==> src/hdl/ombs_pkg.sv <==
// Constants for the operating mode and boot select block.
// Assumes a single 100 MHz system clock and an 8-bit register port.
package ombs_pkg;

    // =========================================================
    // Clock and serial timing
    // =========================================================
    localparam int unsigned CLK_PERIOD_NS = 10;
    localparam int unsigned CLK_HZ        = 1000000000 / CLK_PERIOD_NS;
    localparam int unsigned BAUD_HI       = 7812;
    localparam int unsigned BAUD_LO       = 1200;
    localparam int unsigned BIT_CYC_HI_DEF = CLK_HZ / BAUD_HI;
    localparam int unsigned BIT_CYC_LO_DEF = CLK_HZ / BAUD_LO;
    localparam int unsigned IDLE_TO_US     = 5000;
    localparam int unsigned IDLE_TO_CYC_DEF = (IDLE_TO_US * 1000) / CLK_PERIOD_NS;
    localparam int unsigned CNT_W         = 20;

    // =========================================================
    // Register port
    // =========================================================
    localparam int unsigned RA_W = 4;
    localparam int unsigned RD_W = 8;
    localparam logic [RA_W-1:0] OFS_PRIORITY_MODE = 4'h0;
    localparam logic [RA_W-1:0] OFS_NV_SETUP      = 4'h1;
    localparam logic [RA_W-1:0] OFS_LOAD_STATUS   = 4'h2;
    localparam logic [RA_W-1:0] OFS_LOAD_COUNT    = 4'h3;

    // Priority mode fields
    localparam int unsigned BIT_EXPANDED = 0;
    localparam int unsigned BIT_SPECIAL  = 1;
    localparam int unsigned BIT_BOOT_VIS = 2;

    // Load status fields
    localparam int unsigned BIT_BAUD_LO = 0;
    localparam int unsigned BIT_LOADING = 1;
    localparam int unsigned BIT_FINISH  = 2;
    localparam int unsigned BIT_ACTIVE  = 3;

    localparam logic [RD_W-1:0] NV_SETUP_RST = 8'h00;
    localparam logic [RD_W-1:0] RD_ZERO      = 8'h00;

    // =========================================================
    // Memory map
    // =========================================================
    localparam int unsigned CA_W = 16;
    localparam int unsigned VEC_REDIRECT_BIT = 14;
    localparam logic [CA_W-1:0] BOOT_ROM_BASE_DEF = 16'hBF40;
    localparam logic [CA_W-1:0] BOOT_ROM_LAST_DEF = 16'hBFFF;
    localparam logic [CA_W-1:0] RAM_BASE_DEF      = 16'h0000;
    localparam logic [7:0]      FIRST_CHAR        = 8'hFF;

    // Serial frame bit indices
    localparam logic [3:0] RX_START = 4'h0;
    localparam logic [3:0] RX_LAST  = 4'h8;
    localparam logic [3:0] RX_STOP  = 4'h9;

    // Loader states
    typedef enum logic [5:0] {
        LD_ARM  = 6'b00_0001,
        LD_OFF  = 6'b00_0010,
        LD_BAUD = 6'b00_0100,
        LD_LOAD = 6'b00_1000,
        LD_JUMP = 6'b01_0000,
        LD_DONE = 6'b10_0000
    } ombs_ld_t;

endpackage

==> src/hdl/ombs_top.sv <==
// Operating mode select, boot ROM gating, vector redirection and boot loader.
// Assumes straps and serial receive are board pins; CPU address is synchronous.
// Summary of operation
// - Bootstrap reset takes its reset vector from the internal boot ROM.
// - Boot ROM appears in the map normally only after a bootstrap reset.
// - Boot ROM decode is gated by boot_rom_visible in priority_mode_reg.
// - Software may write boot_rom_visible in either special mode.
// - In normal modes boot_rom_visible is forced zero and read only.
// - expanded_select_bit takes mode_strap_a level when leaving reset.
// - expanded_select_bit zero means single-chip, one means expanded.
// - special_mode_bit takes the inverse of mode_strap_b when leaving reset.
// - special_mode_bit zero means normal, one means special mode.
// - Mode control bits are writable only while special_mode_bit is one.
// - Special modes fetch vectors from the alternate BFxx page.
// - Alternate vectors come from forcing A14 low on vector fetches.
// - Special bootstrap sets boot_rom_visible so the loader takes control.
// - Special test fetches the redirected reset vector from external memory.
// - First serial character of all ones selects one of two baud rates.
// - Downloaded bytes from the serial port are stored into on-chip RAM.
// - After download ends, control jumps to the program loaded in RAM.
// - Bootstrap software may rewrite mode bits, e.g. to enable expansion.
// - Nonvolatile setup register is programmable while in bootstrap mode.
// - boot_rom_visible resets to one in bootstrap, zero in other modes.
`timescale 1ns/1ns

module ombs_top #(
    parameter int unsigned BIT_CYC_HI  = ombs_pkg::BIT_CYC_HI_DEF,
    parameter int unsigned BIT_CYC_LO  = ombs_pkg::BIT_CYC_LO_DEF,
    parameter int unsigned IDLE_TO_CYC = ombs_pkg::IDLE_TO_CYC_DEF,
    parameter int unsigned RAM_AW      = 8,
    parameter logic [15:0] BOOT_BASE   = ombs_pkg::BOOT_ROM_BASE_DEF,
    parameter logic [15:0] BOOT_LAST   = ombs_pkg::BOOT_ROM_LAST_DEF,
    parameter logic [15:0] RAM_BASE    = ombs_pkg::RAM_BASE_DEF
) (
    input  wire logic                        I_SYS_CLK,
    input  wire logic                        I_RST,
    input  wire logic                        I_MODE_STRAP_A,
    input  wire logic                        I_MODE_STRAP_B,
    input  wire logic                        I_SER_RXD,
    input  wire logic [ombs_pkg::RA_W-1:0]   I_REG_ADDR,
    input  wire logic [ombs_pkg::RD_W-1:0]   I_REG_WDATA,
    input  wire logic                        I_REG_WR,
    input  wire logic                        I_REG_RD,
    output logic      [ombs_pkg::RD_W-1:0]   O_REG_RDATA,
    input  wire logic [ombs_pkg::CA_W-1:0]   I_CPU_ADDR,
    input  wire logic                        I_VEC_FETCH,
    output logic      [ombs_pkg::CA_W-1:0]   O_MEM_ADDR,
    output logic                             O_BOOT_ROM_SEL,
    output logic                             O_EXT_SEL,
    output logic                             O_EXPANDED,
    output logic                             O_SPECIAL,
    output logic                             O_BOOT_ROM_VISIBLE,
    output logic      [ombs_pkg::RD_W-1:0]   O_NV_SETUP,
    output logic                             O_NV_PROG,
    output logic                             O_RAM_WE,
    output logic      [RAM_AW-1:0]           O_RAM_ADDR,
    output logic      [7:0]                  O_RAM_WDATA,
    output logic                             O_JUMP,
    output logic      [ombs_pkg::CA_W-1:0]   O_JUMP_ADDR
);
    import ombs_pkg::*;

    // =========================================================
    // Pin synchronisers
    // =========================================================
    logic [2:0] strap_a_sync;
    logic [2:0] strap_b_sync;
    logic [2:0] rxd_sync;
    logic       strap_a_lvl_ff;
    logic       strap_b_lvl_ff;
    logic       rxd_lvl_ff;

    always_ff @(posedge I_SYS_CLK) begin
        strap_a_sync <= {strap_a_sync[1:0], I_MODE_STRAP_A};
        strap_b_sync <= {strap_b_sync[1:0], I_MODE_STRAP_B};
        rxd_sync     <= {rxd_sync[1:0], I_SER_RXD};
    end

    wire strap_a_agree = strap_a_sync[1] == strap_a_sync[2];
    wire strap_b_agree = strap_b_sync[1] == strap_b_sync[2];
    wire rxd_agree     = rxd_sync[1] == rxd_sync[2];

    always_ff @(posedge I_SYS_CLK) begin
        if (strap_a_agree) begin
            strap_a_lvl_ff <= strap_a_sync[2];
        end
        if (strap_b_agree) begin
            strap_b_lvl_ff <= strap_b_sync[2];
        end
        if (I_RST) begin
            rxd_lvl_ff <= 1'b1;
        end else if (rxd_agree) begin
            rxd_lvl_ff <= rxd_sync[2];
        end
    end

    // =========================================================
    // Mode control bits
    // =========================================================
    logic expanded_select_bit_ff;
    logic special_mode_bit_ff;
    logic boot_rom_visible_ff;
    logic [RD_W-1:0] nv_setup_ff;
    logic nv_prog_ff;

    wire wr_prio = I_REG_WR && (I_REG_ADDR == OFS_PRIORITY_MODE);
    wire wr_nv   = I_REG_WR && (I_REG_ADDR == OFS_NV_SETUP);

    // Mode bits only move under special privilege
    wire mode_wr_ok = wr_prio && special_mode_bit_ff;
    wire nxt_expanded_select_bit = mode_wr_ok ? I_REG_WDATA[BIT_EXPANDED]
                                              : expanded_select_bit_ff;
    wire nxt_special_mode_bit    = mode_wr_ok ? I_REG_WDATA[BIT_SPECIAL]
                                              : special_mode_bit_ff;
    // Normal mode clamps visibility low
    wire nxt_boot_rom_visible    = !nxt_special_mode_bit ? 1'b0 :
                                   mode_wr_ok ? I_REG_WDATA[BIT_BOOT_VIS] :
                                   boot_rom_visible_ff;

    // Strap derived reset values
    wire rst_expanded = strap_a_lvl_ff;
    wire rst_special  = !strap_b_lvl_ff;
    wire rst_boot_vis = rst_special && !rst_expanded;

    always_ff @(posedge I_SYS_CLK) begin
        if (I_RST) begin
            expanded_select_bit_ff <= rst_expanded;
            special_mode_bit_ff    <= rst_special;
            boot_rom_visible_ff    <= rst_boot_vis;
        end else begin
            expanded_select_bit_ff <= nxt_expanded_select_bit;
            special_mode_bit_ff    <= nxt_special_mode_bit;
            boot_rom_visible_ff    <= nxt_boot_rom_visible;
        end
    end

    // Setup register programmable only with privilege
    wire nv_wr_ok = wr_nv && special_mode_bit_ff;

    always_ff @(posedge I_SYS_CLK) begin
        if (I_RST) begin
            nv_setup_ff <= NV_SETUP_RST;
            nv_prog_ff  <= 1'b0;
        end else begin
            nv_setup_ff <= nv_wr_ok ? I_REG_WDATA : nv_setup_ff;
            nv_prog_ff  <= nv_wr_ok;
        end
    end

    // =========================================================
    // Address path: vector redirect and boot ROM decode
    // =========================================================
    logic [CA_W-1:0] mem_addr_ff;
    logic            boot_sel_ff;
    logic            ext_sel_ff;

    // Special modes pull A14 low on vector fetch: FFxx becomes BFxx
    wire redirect = I_VEC_FETCH && special_mode_bit_ff;
    wire [CA_W-1:0] eff_addr = redirect ?
        (I_CPU_ADDR & ~(16'h0001 << VEC_REDIRECT_BIT)) : I_CPU_ADDR;
    wire in_boot_win = (eff_addr >= BOOT_BASE) && (eff_addr <= BOOT_LAST);
    wire boot_hit    = in_boot_win && boot_rom_visible_ff;
    // Without the boot ROM, expanded modes send the access off chip
    wire ext_hit     = expanded_select_bit_ff && !boot_hit;

    always_ff @(posedge I_SYS_CLK) begin
        if (I_RST) begin
            mem_addr_ff <= '0;
            boot_sel_ff <= 1'b0;
            ext_sel_ff  <= 1'b0;
        end else begin
            mem_addr_ff <= eff_addr;
            boot_sel_ff <= boot_hit;
            ext_sel_ff  <= ext_hit;
        end
    end

    // =========================================================
    // Serial receiver, two selectable bit times
    // =========================================================
    logic            baud_lo_ff;
    logic            rx_busy_ff;
    logic [CNT_W-1:0] rx_cnt_ff;
    logic [3:0]      rx_bit_ff;
    logic [7:0]      rx_sh_ff;
    logic            rx_done_ff;
    logic            nxt_rx_busy;
    logic [CNT_W-1:0] nxt_rx_cnt;
    logic [3:0]      nxt_rx_bit;
    logic [7:0]      nxt_rx_sh;
    logic            nxt_rx_done;
    ombs_ld_t        ld_state_ff;
    ombs_ld_t        nxt_ld_state;

    wire [CNT_W-1:0] bit_cyc  = baud_lo_ff ? CNT_W'(BIT_CYC_LO) : CNT_W'(BIT_CYC_HI);
    wire [CNT_W-1:0] half_cyc = bit_cyc >> 1;
    wire             rx_en    = (ld_state_ff == LD_BAUD) || (ld_state_ff == LD_LOAD);
    wire             rx_tick  = rx_busy_ff && (rx_cnt_ff == '0);

    always_comb begin
        nxt_rx_busy = rx_busy_ff;
        nxt_rx_cnt  = rx_cnt_ff;
        nxt_rx_bit  = rx_bit_ff;
        nxt_rx_sh   = rx_sh_ff;
        nxt_rx_done = 1'b0;
        if (!rx_en) begin
            nxt_rx_busy = 1'b0;
        end else if (!rx_busy_ff) begin
            if (!rxd_lvl_ff) begin
                nxt_rx_busy = 1'b1;
                nxt_rx_cnt  = half_cyc - CNT_W'(1);
                nxt_rx_bit  = RX_START;
            end
        end else if (!rx_tick) begin
            nxt_rx_cnt = rx_cnt_ff - CNT_W'(1);
        end else if (rx_bit_ff == RX_START) begin
            // False start drops back to idle
            nxt_rx_busy = !rxd_lvl_ff;
            nxt_rx_cnt  = bit_cyc - CNT_W'(1);
            nxt_rx_bit  = rx_bit_ff + 4'h1;
        end else if (rx_bit_ff <= RX_LAST) begin
            nxt_rx_sh  = {rxd_lvl_ff, rx_sh_ff[7:1]};
            nxt_rx_cnt = bit_cyc - CNT_W'(1);
            nxt_rx_bit = rx_bit_ff + 4'h1;
        end else begin
            // Stop bit: framing error discards the byte
            nxt_rx_busy = 1'b0;
            nxt_rx_done = rxd_lvl_ff;
        end
    end

    always_ff @(posedge I_SYS_CLK) begin
        if (I_RST) begin
            rx_busy_ff <= 1'b0;
            rx_cnt_ff  <= '0;
            rx_bit_ff  <= RX_START;
            rx_sh_ff   <= '0;
            rx_done_ff <= 1'b0;
        end else begin
            rx_busy_ff <= nxt_rx_busy;
            rx_cnt_ff  <= nxt_rx_cnt;
            rx_bit_ff  <= nxt_rx_bit;
            rx_sh_ff   <= nxt_rx_sh;
            rx_done_ff <= nxt_rx_done;
        end
    end

    // =========================================================
    // Boot loader sequence
    // =========================================================
    logic [CNT_W-1:0]  idle_cnt_ff;
    logic [RAM_AW-1:0] ram_addr_ff;
    logic              ram_we_ff;
    logic [7:0]        ram_wdata_ff;
    logic              jump_ff;
    logic              nxt_baud_lo;

    wire boot_mode  = special_mode_bit_ff && !expanded_select_bit_ff;
    wire ram_full   = ram_addr_ff == {RAM_AW{1'b1}};
    wire idle_out   = idle_cnt_ff >= CNT_W'(IDLE_TO_CYC);
    wire store_byte = (ld_state_ff == LD_LOAD) && rx_done_ff;

    always_comb begin
        nxt_ld_state = ld_state_ff;
        nxt_baud_lo  = baud_lo_ff;
        case (ld_state_ff)
            LD_ARM: begin
                nxt_ld_state = boot_mode ? LD_BAUD : LD_OFF;
            end
            LD_BAUD: begin
                if (rx_done_ff) begin
                    // Slow all-ones frame reads as a smaller value at the fast rate
                    nxt_baud_lo  = rx_sh_ff != FIRST_CHAR;
                    nxt_ld_state = LD_LOAD;
                end
            end
            LD_LOAD: begin
                if ((store_byte && ram_full) || (!rx_done_ff && idle_out)) begin
                    nxt_ld_state = LD_JUMP;
                end
            end
            LD_JUMP: begin
                nxt_ld_state = LD_DONE;
            end
            default: begin
                nxt_ld_state = ld_state_ff;
            end
        endcase
    end

    always_ff @(posedge I_SYS_CLK) begin
        if (I_RST) begin
            ld_state_ff <= LD_ARM;
            baud_lo_ff  <= 1'b0;
        end else begin
            ld_state_ff <= nxt_ld_state;
            baud_lo_ff  <= nxt_baud_lo;
        end
    end

    wire idle_clr = rx_done_ff || rx_busy_ff || (ld_state_ff != LD_LOAD);

    always_ff @(posedge I_SYS_CLK) begin
        if (I_RST) begin
            idle_cnt_ff  <= '0;
            ram_addr_ff  <= '0;
            ram_we_ff    <= 1'b0;
            ram_wdata_ff <= '0;
            jump_ff      <= 1'b0;
        end else begin
            idle_cnt_ff  <= idle_clr ? '0 : idle_cnt_ff + CNT_W'(1);
            ram_we_ff    <= store_byte;
            ram_wdata_ff <= store_byte ? rx_sh_ff : ram_wdata_ff;
            ram_addr_ff  <= ram_we_ff ? ram_addr_ff + RAM_AW'(1) : ram_addr_ff;
            jump_ff      <= ld_state_ff == LD_JUMP;
        end
    end

    // =========================================================
    // Register read port
    // =========================================================
    logic [RD_W-1:0] rdata_ff;

    wire [RD_W-1:0] rd_prio = RD_W'({boot_rom_visible_ff, special_mode_bit_ff,
                                     expanded_select_bit_ff});
    wire [RD_W-1:0] rd_stat = RD_W'({ld_state_ff == LD_LOAD || ld_state_ff == LD_BAUD,
                                     ld_state_ff == LD_DONE,
                                     ld_state_ff == LD_LOAD,
                                     baud_lo_ff});
    wire [RD_W-1:0] rd_cnt  = RD_W'(ram_addr_ff);
    wire [RD_W-1:0] rd_mux  =
        (I_REG_ADDR == OFS_PRIORITY_MODE) ? rd_prio :
        (I_REG_ADDR == OFS_NV_SETUP)      ? nv_setup_ff :
        (I_REG_ADDR == OFS_LOAD_STATUS)   ? rd_stat :
        (I_REG_ADDR == OFS_LOAD_COUNT)    ? rd_cnt : RD_ZERO;

    always_ff @(posedge I_SYS_CLK) begin
        if (I_RST) begin
            rdata_ff <= RD_ZERO;
        end else begin
            rdata_ff <= I_REG_RD ? rd_mux : RD_ZERO;
        end
    end

    // =========================================================
    // Outputs
    // =========================================================
    assign O_REG_RDATA        = rdata_ff;
    assign O_MEM_ADDR         = mem_addr_ff;
    assign O_BOOT_ROM_SEL     = boot_sel_ff;
    assign O_EXT_SEL          = ext_sel_ff;
    assign O_EXPANDED         = expanded_select_bit_ff;
    assign O_SPECIAL          = special_mode_bit_ff;
    assign O_BOOT_ROM_VISIBLE = boot_rom_visible_ff;
    assign O_NV_SETUP         = nv_setup_ff;
    assign O_NV_PROG          = nv_prog_ff;
    assign O_RAM_WE           = ram_we_ff;
    assign O_RAM_ADDR         = ram_addr_ff;
    assign O_RAM_WDATA        = ram_wdata_ff;
    assign O_JUMP             = jump_ff;
    assign O_JUMP_ADDR        = RAM_BASE;

endmodule // ombs_top

==> config.mk <==
export PLATFORM = sky130hd
export DESIGN_NAME = ombs_top
export DESIGN_NICKNAME = d
export VERILOG_FILES = /design/src/hdl/ombs_pkg.sv /design/src/hdl/ombs_top.sv
export SDC_FILE = /design/constraint.sdc
export NUM_CORES = 1
export LEC_CHECK = 0
export BUFFER_PORTS_ARGS = -buffer_cell sky130_fd_sc_hd__buf_2
export CORE_MARGIN = 5
export CORE_UTILIZATION = 60
export CTS_CLUSTER_DIAMETER = 100
export CTS_CLUSTER_SIZE = 8
export DETAILED_ROUTE_END_ITERATION = 6
export GPL_TIMING_DRIVEN = 1
export PLACE_DENSITY = 0.85
export SYNTH_ARGS = -nofsm -noshare
export SYNTH_HDL_FRONTEND = slang
export SYNTH_SLANG_ARGS = --single-unit
==> constraint.sdc <==
create_clock -name I_SYS_CLK -period 3.6 [get_ports I_SYS_CLK]
set_clock_uncertainty 0.1 [all_clocks]
set_input_delay 1.08 -clock I_SYS_CLK [delete_from_list [all_inputs] [get_ports I_SYS_CLK]]
set_output_delay 1.08 -clock I_SYS_CLK [all_outputs]
set_load 0.01 [all_outputs]
==> impl_metrics.yaml <==
outcome:
  outcome: "complete, no violations"
sta:
  final.setup.tns_ns: 0
  report.final.setup_viol: 0
  max_slew_violations: 0
  layout_setup_ws_ns: 0.837
  timing_hold_violations_final: 0
  rsz0062_at_grt: "false"
  max-slew-margin-rel: 0.476
  max_clock_freq_mhz: 362
  max_slew.worst_pin.slew_ns: 0.779
  final_period_minus_worst_setup_slack_ns: 2.76
  period_share: 0.767
clocking:
  ctsResizeCount: 0
  ctsRootBufferMaster: "sky130_fd_sc_hd__clkbuf_8"
  tritoncts_sink_count: 129
  clock_latency_on_the_worst_skew_pair_ns: 0.52
  htree_num_levels: 4
  cts.path.max_buffers: 2
  cts-buffers-inserted: 17
  cts.repair_timing.setup_buffer_count: 0
  cts.clk_slew.worst_paths_ns: 0.06
  holdBufCountCts: 0
  cts_tree: "built"
critical_path:
  worst_ep_arrival_time_ns: 3.05
  critPathSlowestCell: "sky130_fd_sc_hd__nor4_4"
  worst_path_largest_cell_delay_ns: 0.75
  regToRegSetupSlack_ns: 0.84
  critical_path.startpoint_type: "flop"
  rr_worst_depth: 7
  reg2reg_from: "rx_cnt_ff[0]"
  timing.critical_path.from: "rx_cnt_ff[0]"
  worst-endpoint-required_ns: 3.89
  worstPathCellList: "inv_1 -> ha_1 -> nor3b_1 -> nand4_1 -> nor4_4 -> mux2i_1 -> nor2_1"
  critPathCapture: "rx_sh_ff[7]"
  critPathCaptureType: "flop"
  critical_path_peak_fanout: 8
  regToRegEndpoint: "rx_sh_ff[7]"
  worst-setup-path-type: "flop to flop"
grt:
  grt.overflow.total: 0
  grt_antenna_before_repair: 0
  pin_count_of_the_biggest_net_entering_global_routing: 73
  grt_pass1_vias: 4964
  global_route_wire_length_before_repair_mm: 23.7
  grt_use_total: 0.254
drt:
  drtPass1Iterations: 5
  final_antenna_net_count: 0
  dr.first_iter.drc_count: 369
  routedWlPerCell_um: 17.4
  avgViaCountPerCell: 5.94
  vias: 5061
  post-route-drc-count: 0
  detail_route.wirelength_mm: 14.8
synth:
  ys_seq_elements: 129
  synth_cell_type_count: 64
  synth_compound_area_frac: 0.125
  basic_gate_share_of_the_synthesized_area_counting_and_or_nand_and_nor_cells: 0.240
  synth-edff-count: 4
  yosys-top-cells-area: "sky130_fd_sc_hd__dfxtp_1, sky130_fd_sc_hd__nor2_1, sky130_fd_sc_hd__mux2i_1"
  synth.area.mux_share: 0.0644
  synthesis.instances: 630
  synthAdderAreaFrac: 0.0152
  synth_area_um2: 5770
  post_synth_xor_area_fraction: 0.0425
  syn_avg_cell_area_um2: 9.16
  async_flop_share: 0
  ys_seq_area_frac: 0.454
  synth-main-ff-cell: "sky130_fd_sc_hd__dfxtp_1"
  ys_warn_count: 0
  largest_family_of_logic_cells_by_synthesized_area: "simple AND/OR/NAND/NOR gates"
  synth.top_cell.area_share: 0.434
  post-synth-top-area-cell: "sky130_fd_sc_hd__dfxtp_1"
final_layout:
  drive_above_1_share: 0.205
  antennaDiodeCount: 0
  syn2layout_area_growth_pct: 18.3
  net_count_of_the_finished_layout: 754
run:
  timing.max_cap.violations: 0
place:
  pre_cts_ws_ns: 0.872
  gp_congestion: 0.963
  dp_hpwl_mm: 10.1
  io_buffer_count: 91
floorplan:
  die_y_um: 108
  die_width_um: 108
  initial_utilization: 0.619
  area_of_the_core_um2: 9330
  boundary_pins: 108
  rows: 35
  dieArea_um2: 11700
hold_path:
  holdCritPathClass: "flop to flop"
power_and_ir_drop:
  leakage_power_summed_over_all_cells_nw: 2.78
  max-vdd-ir-drop_v: 0.000409
  power_per_cell_area_nw_per_um2: 499
## power by group
group          total [mW]  internal, mW  switching, mW
registers            1.51          1.47         0.0356
clock network        1.67          1.01          0.664
logic               0.229        0.0918          0.137
total                3.40          2.57          0.837
## state kept, by name, indices dropped and copies added, names as in the netlist, 3 cells and up
signal and flops:
idle_cnt_ff 20, rx_cnt_ff 20, O_MEM_ADDR 16, O_NV_SETUP 8, O_RAM_ADDR 8, O_RAM_WDATA 8
O_REG_RDATA 8, rx_sh_ff 8, ld_state_ff 6, rx_bit_ff 4, rxd_sync 3, strap_a_sync 3
strap_b_sync 3
## through the flow
step	instances	hold slack [ns]	power (mW)	instance area, um2	utilization
after floorplan	645	0.210	1.69	5830	-
after global placement	821	0.212	1.75	6250	0.670
after detailed placement	821	0.216	1.75	6250	0.670
after CTS	852	0.230	3.41	6830	0.732
after global routing	852	0.231	3.52	6830	0.732
final	852	0.227	3.40	6830	0.732
## worst min-delay path by stage
stage                    startpoint         endpoint  slack [ns]  cells past startpoint
finish                  rxd_sync[0]      rxd_sync[1]        0.23                      0
global route            rxd_sync[0]      rxd_sync[1]        0.23                      0
floorplan               rxd_sync[0]      rxd_sync[1]        0.21                      0
global placement    strap_a_sync[0]  strap_a_sync[1]        0.21                      0
CTS                     rxd_sync[0]      rxd_sync[1]        0.23                      0
detailed placement      rxd_sync[0]      rxd_sync[1]        0.22                      0
## logic make-up (layout without fill, tap and decap cells)
logic type	after synthesis	after routing
flip-flops	129	129
AND/OR/NAND/NOR	262	262
multiplexers	33	33
AO/OA/AOI/OAI	101	101
XOR/XNOR	28	28
other	1	16
adder cells (fa/ha/maj)	7	7
buffers and inverters	69	147
## placed cells by master (no fill, tap or decap), types with 7 or more instances in the layout
cell type / instances
sky130_fd_sc_hd__a21oi_1: 25
sky130_fd_sc_hd__and2_1: 7
sky130_fd_sc_hd__and3_1: 10
sky130_fd_sc_hd__buf_2: 91
sky130_fd_sc_hd__buf_4: 7
sky130_fd_sc_hd__clkbuf_16: 18
sky130_fd_sc_hd__conb_1: 16
sky130_fd_sc_hd__dfxtp_1: 125
sky130_fd_sc_hd__ha_1: 7
sky130_fd_sc_hd__inv_1: 16
sky130_fd_sc_hd__mux2i_1: 27
sky130_fd_sc_hd__nand2_1: 36
sky130_fd_sc_hd__nand3_1: 24
sky130_fd_sc_hd__nand4_1: 18
sky130_fd_sc_hd__nor2_1: 75
sky130_fd_sc_hd__nor2b_1: 16
sky130_fd_sc_hd__nor3_1: 24
sky130_fd_sc_hd__nor3b_1: 8
sky130_fd_sc_hd__nor4_1: 12
sky130_fd_sc_hd__o211ai_1: 11
sky130_fd_sc_hd__o21ai_0: 13
sky130_fd_sc_hd__o31ai_1: 10
sky130_fd_sc_hd__or4_1: 7
sky130_fd_sc_hd__xnor2_1: 15
sky130_fd_sc_hd__xor2_1: 13
## Yosys cell counts, types with 10 or more instances
master and number:
sky130_fd_sc_hd__a21oi_1 25, sky130_fd_sc_hd__and3_1 10, sky130_fd_sc_hd__buf_4 17, sky130_fd_sc_hd__clkbuf_1 25, sky130_fd_sc_hd__dfxtp_1 125, sky130_fd_sc_hd__inv_1 16, sky130_fd_sc_hd__mux2i_1 27, sky130_fd_sc_hd__nand2_1 36
sky130_fd_sc_hd__nand3_1 24, sky130_fd_sc_hd__nand4_1 18, sky130_fd_sc_hd__nor2_1 75, sky130_fd_sc_hd__nor2b_1 16, sky130_fd_sc_hd__nor3_1 24, sky130_fd_sc_hd__nor4_1 12, sky130_fd_sc_hd__o211ai_1 11, sky130_fd_sc_hd__o21ai_0 13
sky130_fd_sc_hd__o31ai_1 10, sky130_fd_sc_hd__xnor2_1 15, sky130_fd_sc_hd__xor2_1 13
## critical path: cells and delay by family, from the launching register on
| family | cells | cell delay (ns) |
|---|---|---|
| DFF | 1 | 0.33 |
| and+or+nand+nor | 4 | 1.58 |
| buffers and inverters | 1 | 0.10 |
| adders and majority gates | 1 | 0.21 |
| muxes | 1 | 0.32 |
## metal layers
layer | share of wire | GRT usage | up-vias
met3 | 0.071 | 0.0585 | 36
met4 | 0.022 | 0.104 | 0
met1 | 0.40 | 0.306 | 2375
met2 | 0.50 | 0.438 | 248
li1 | - | - | 2402
met5 | 0 | 0 | -
## layout make-up
class                      instances  area, um2
sequential                       129       2620
clock buffer                      19        464
timing repair buffer              99        528
multi-input combinational        447       2870
clock inverter                    12        118
fill                             655       2500
inverter                          17       63.8
tap                              129        161
Power figures use the tool's default switching activity.
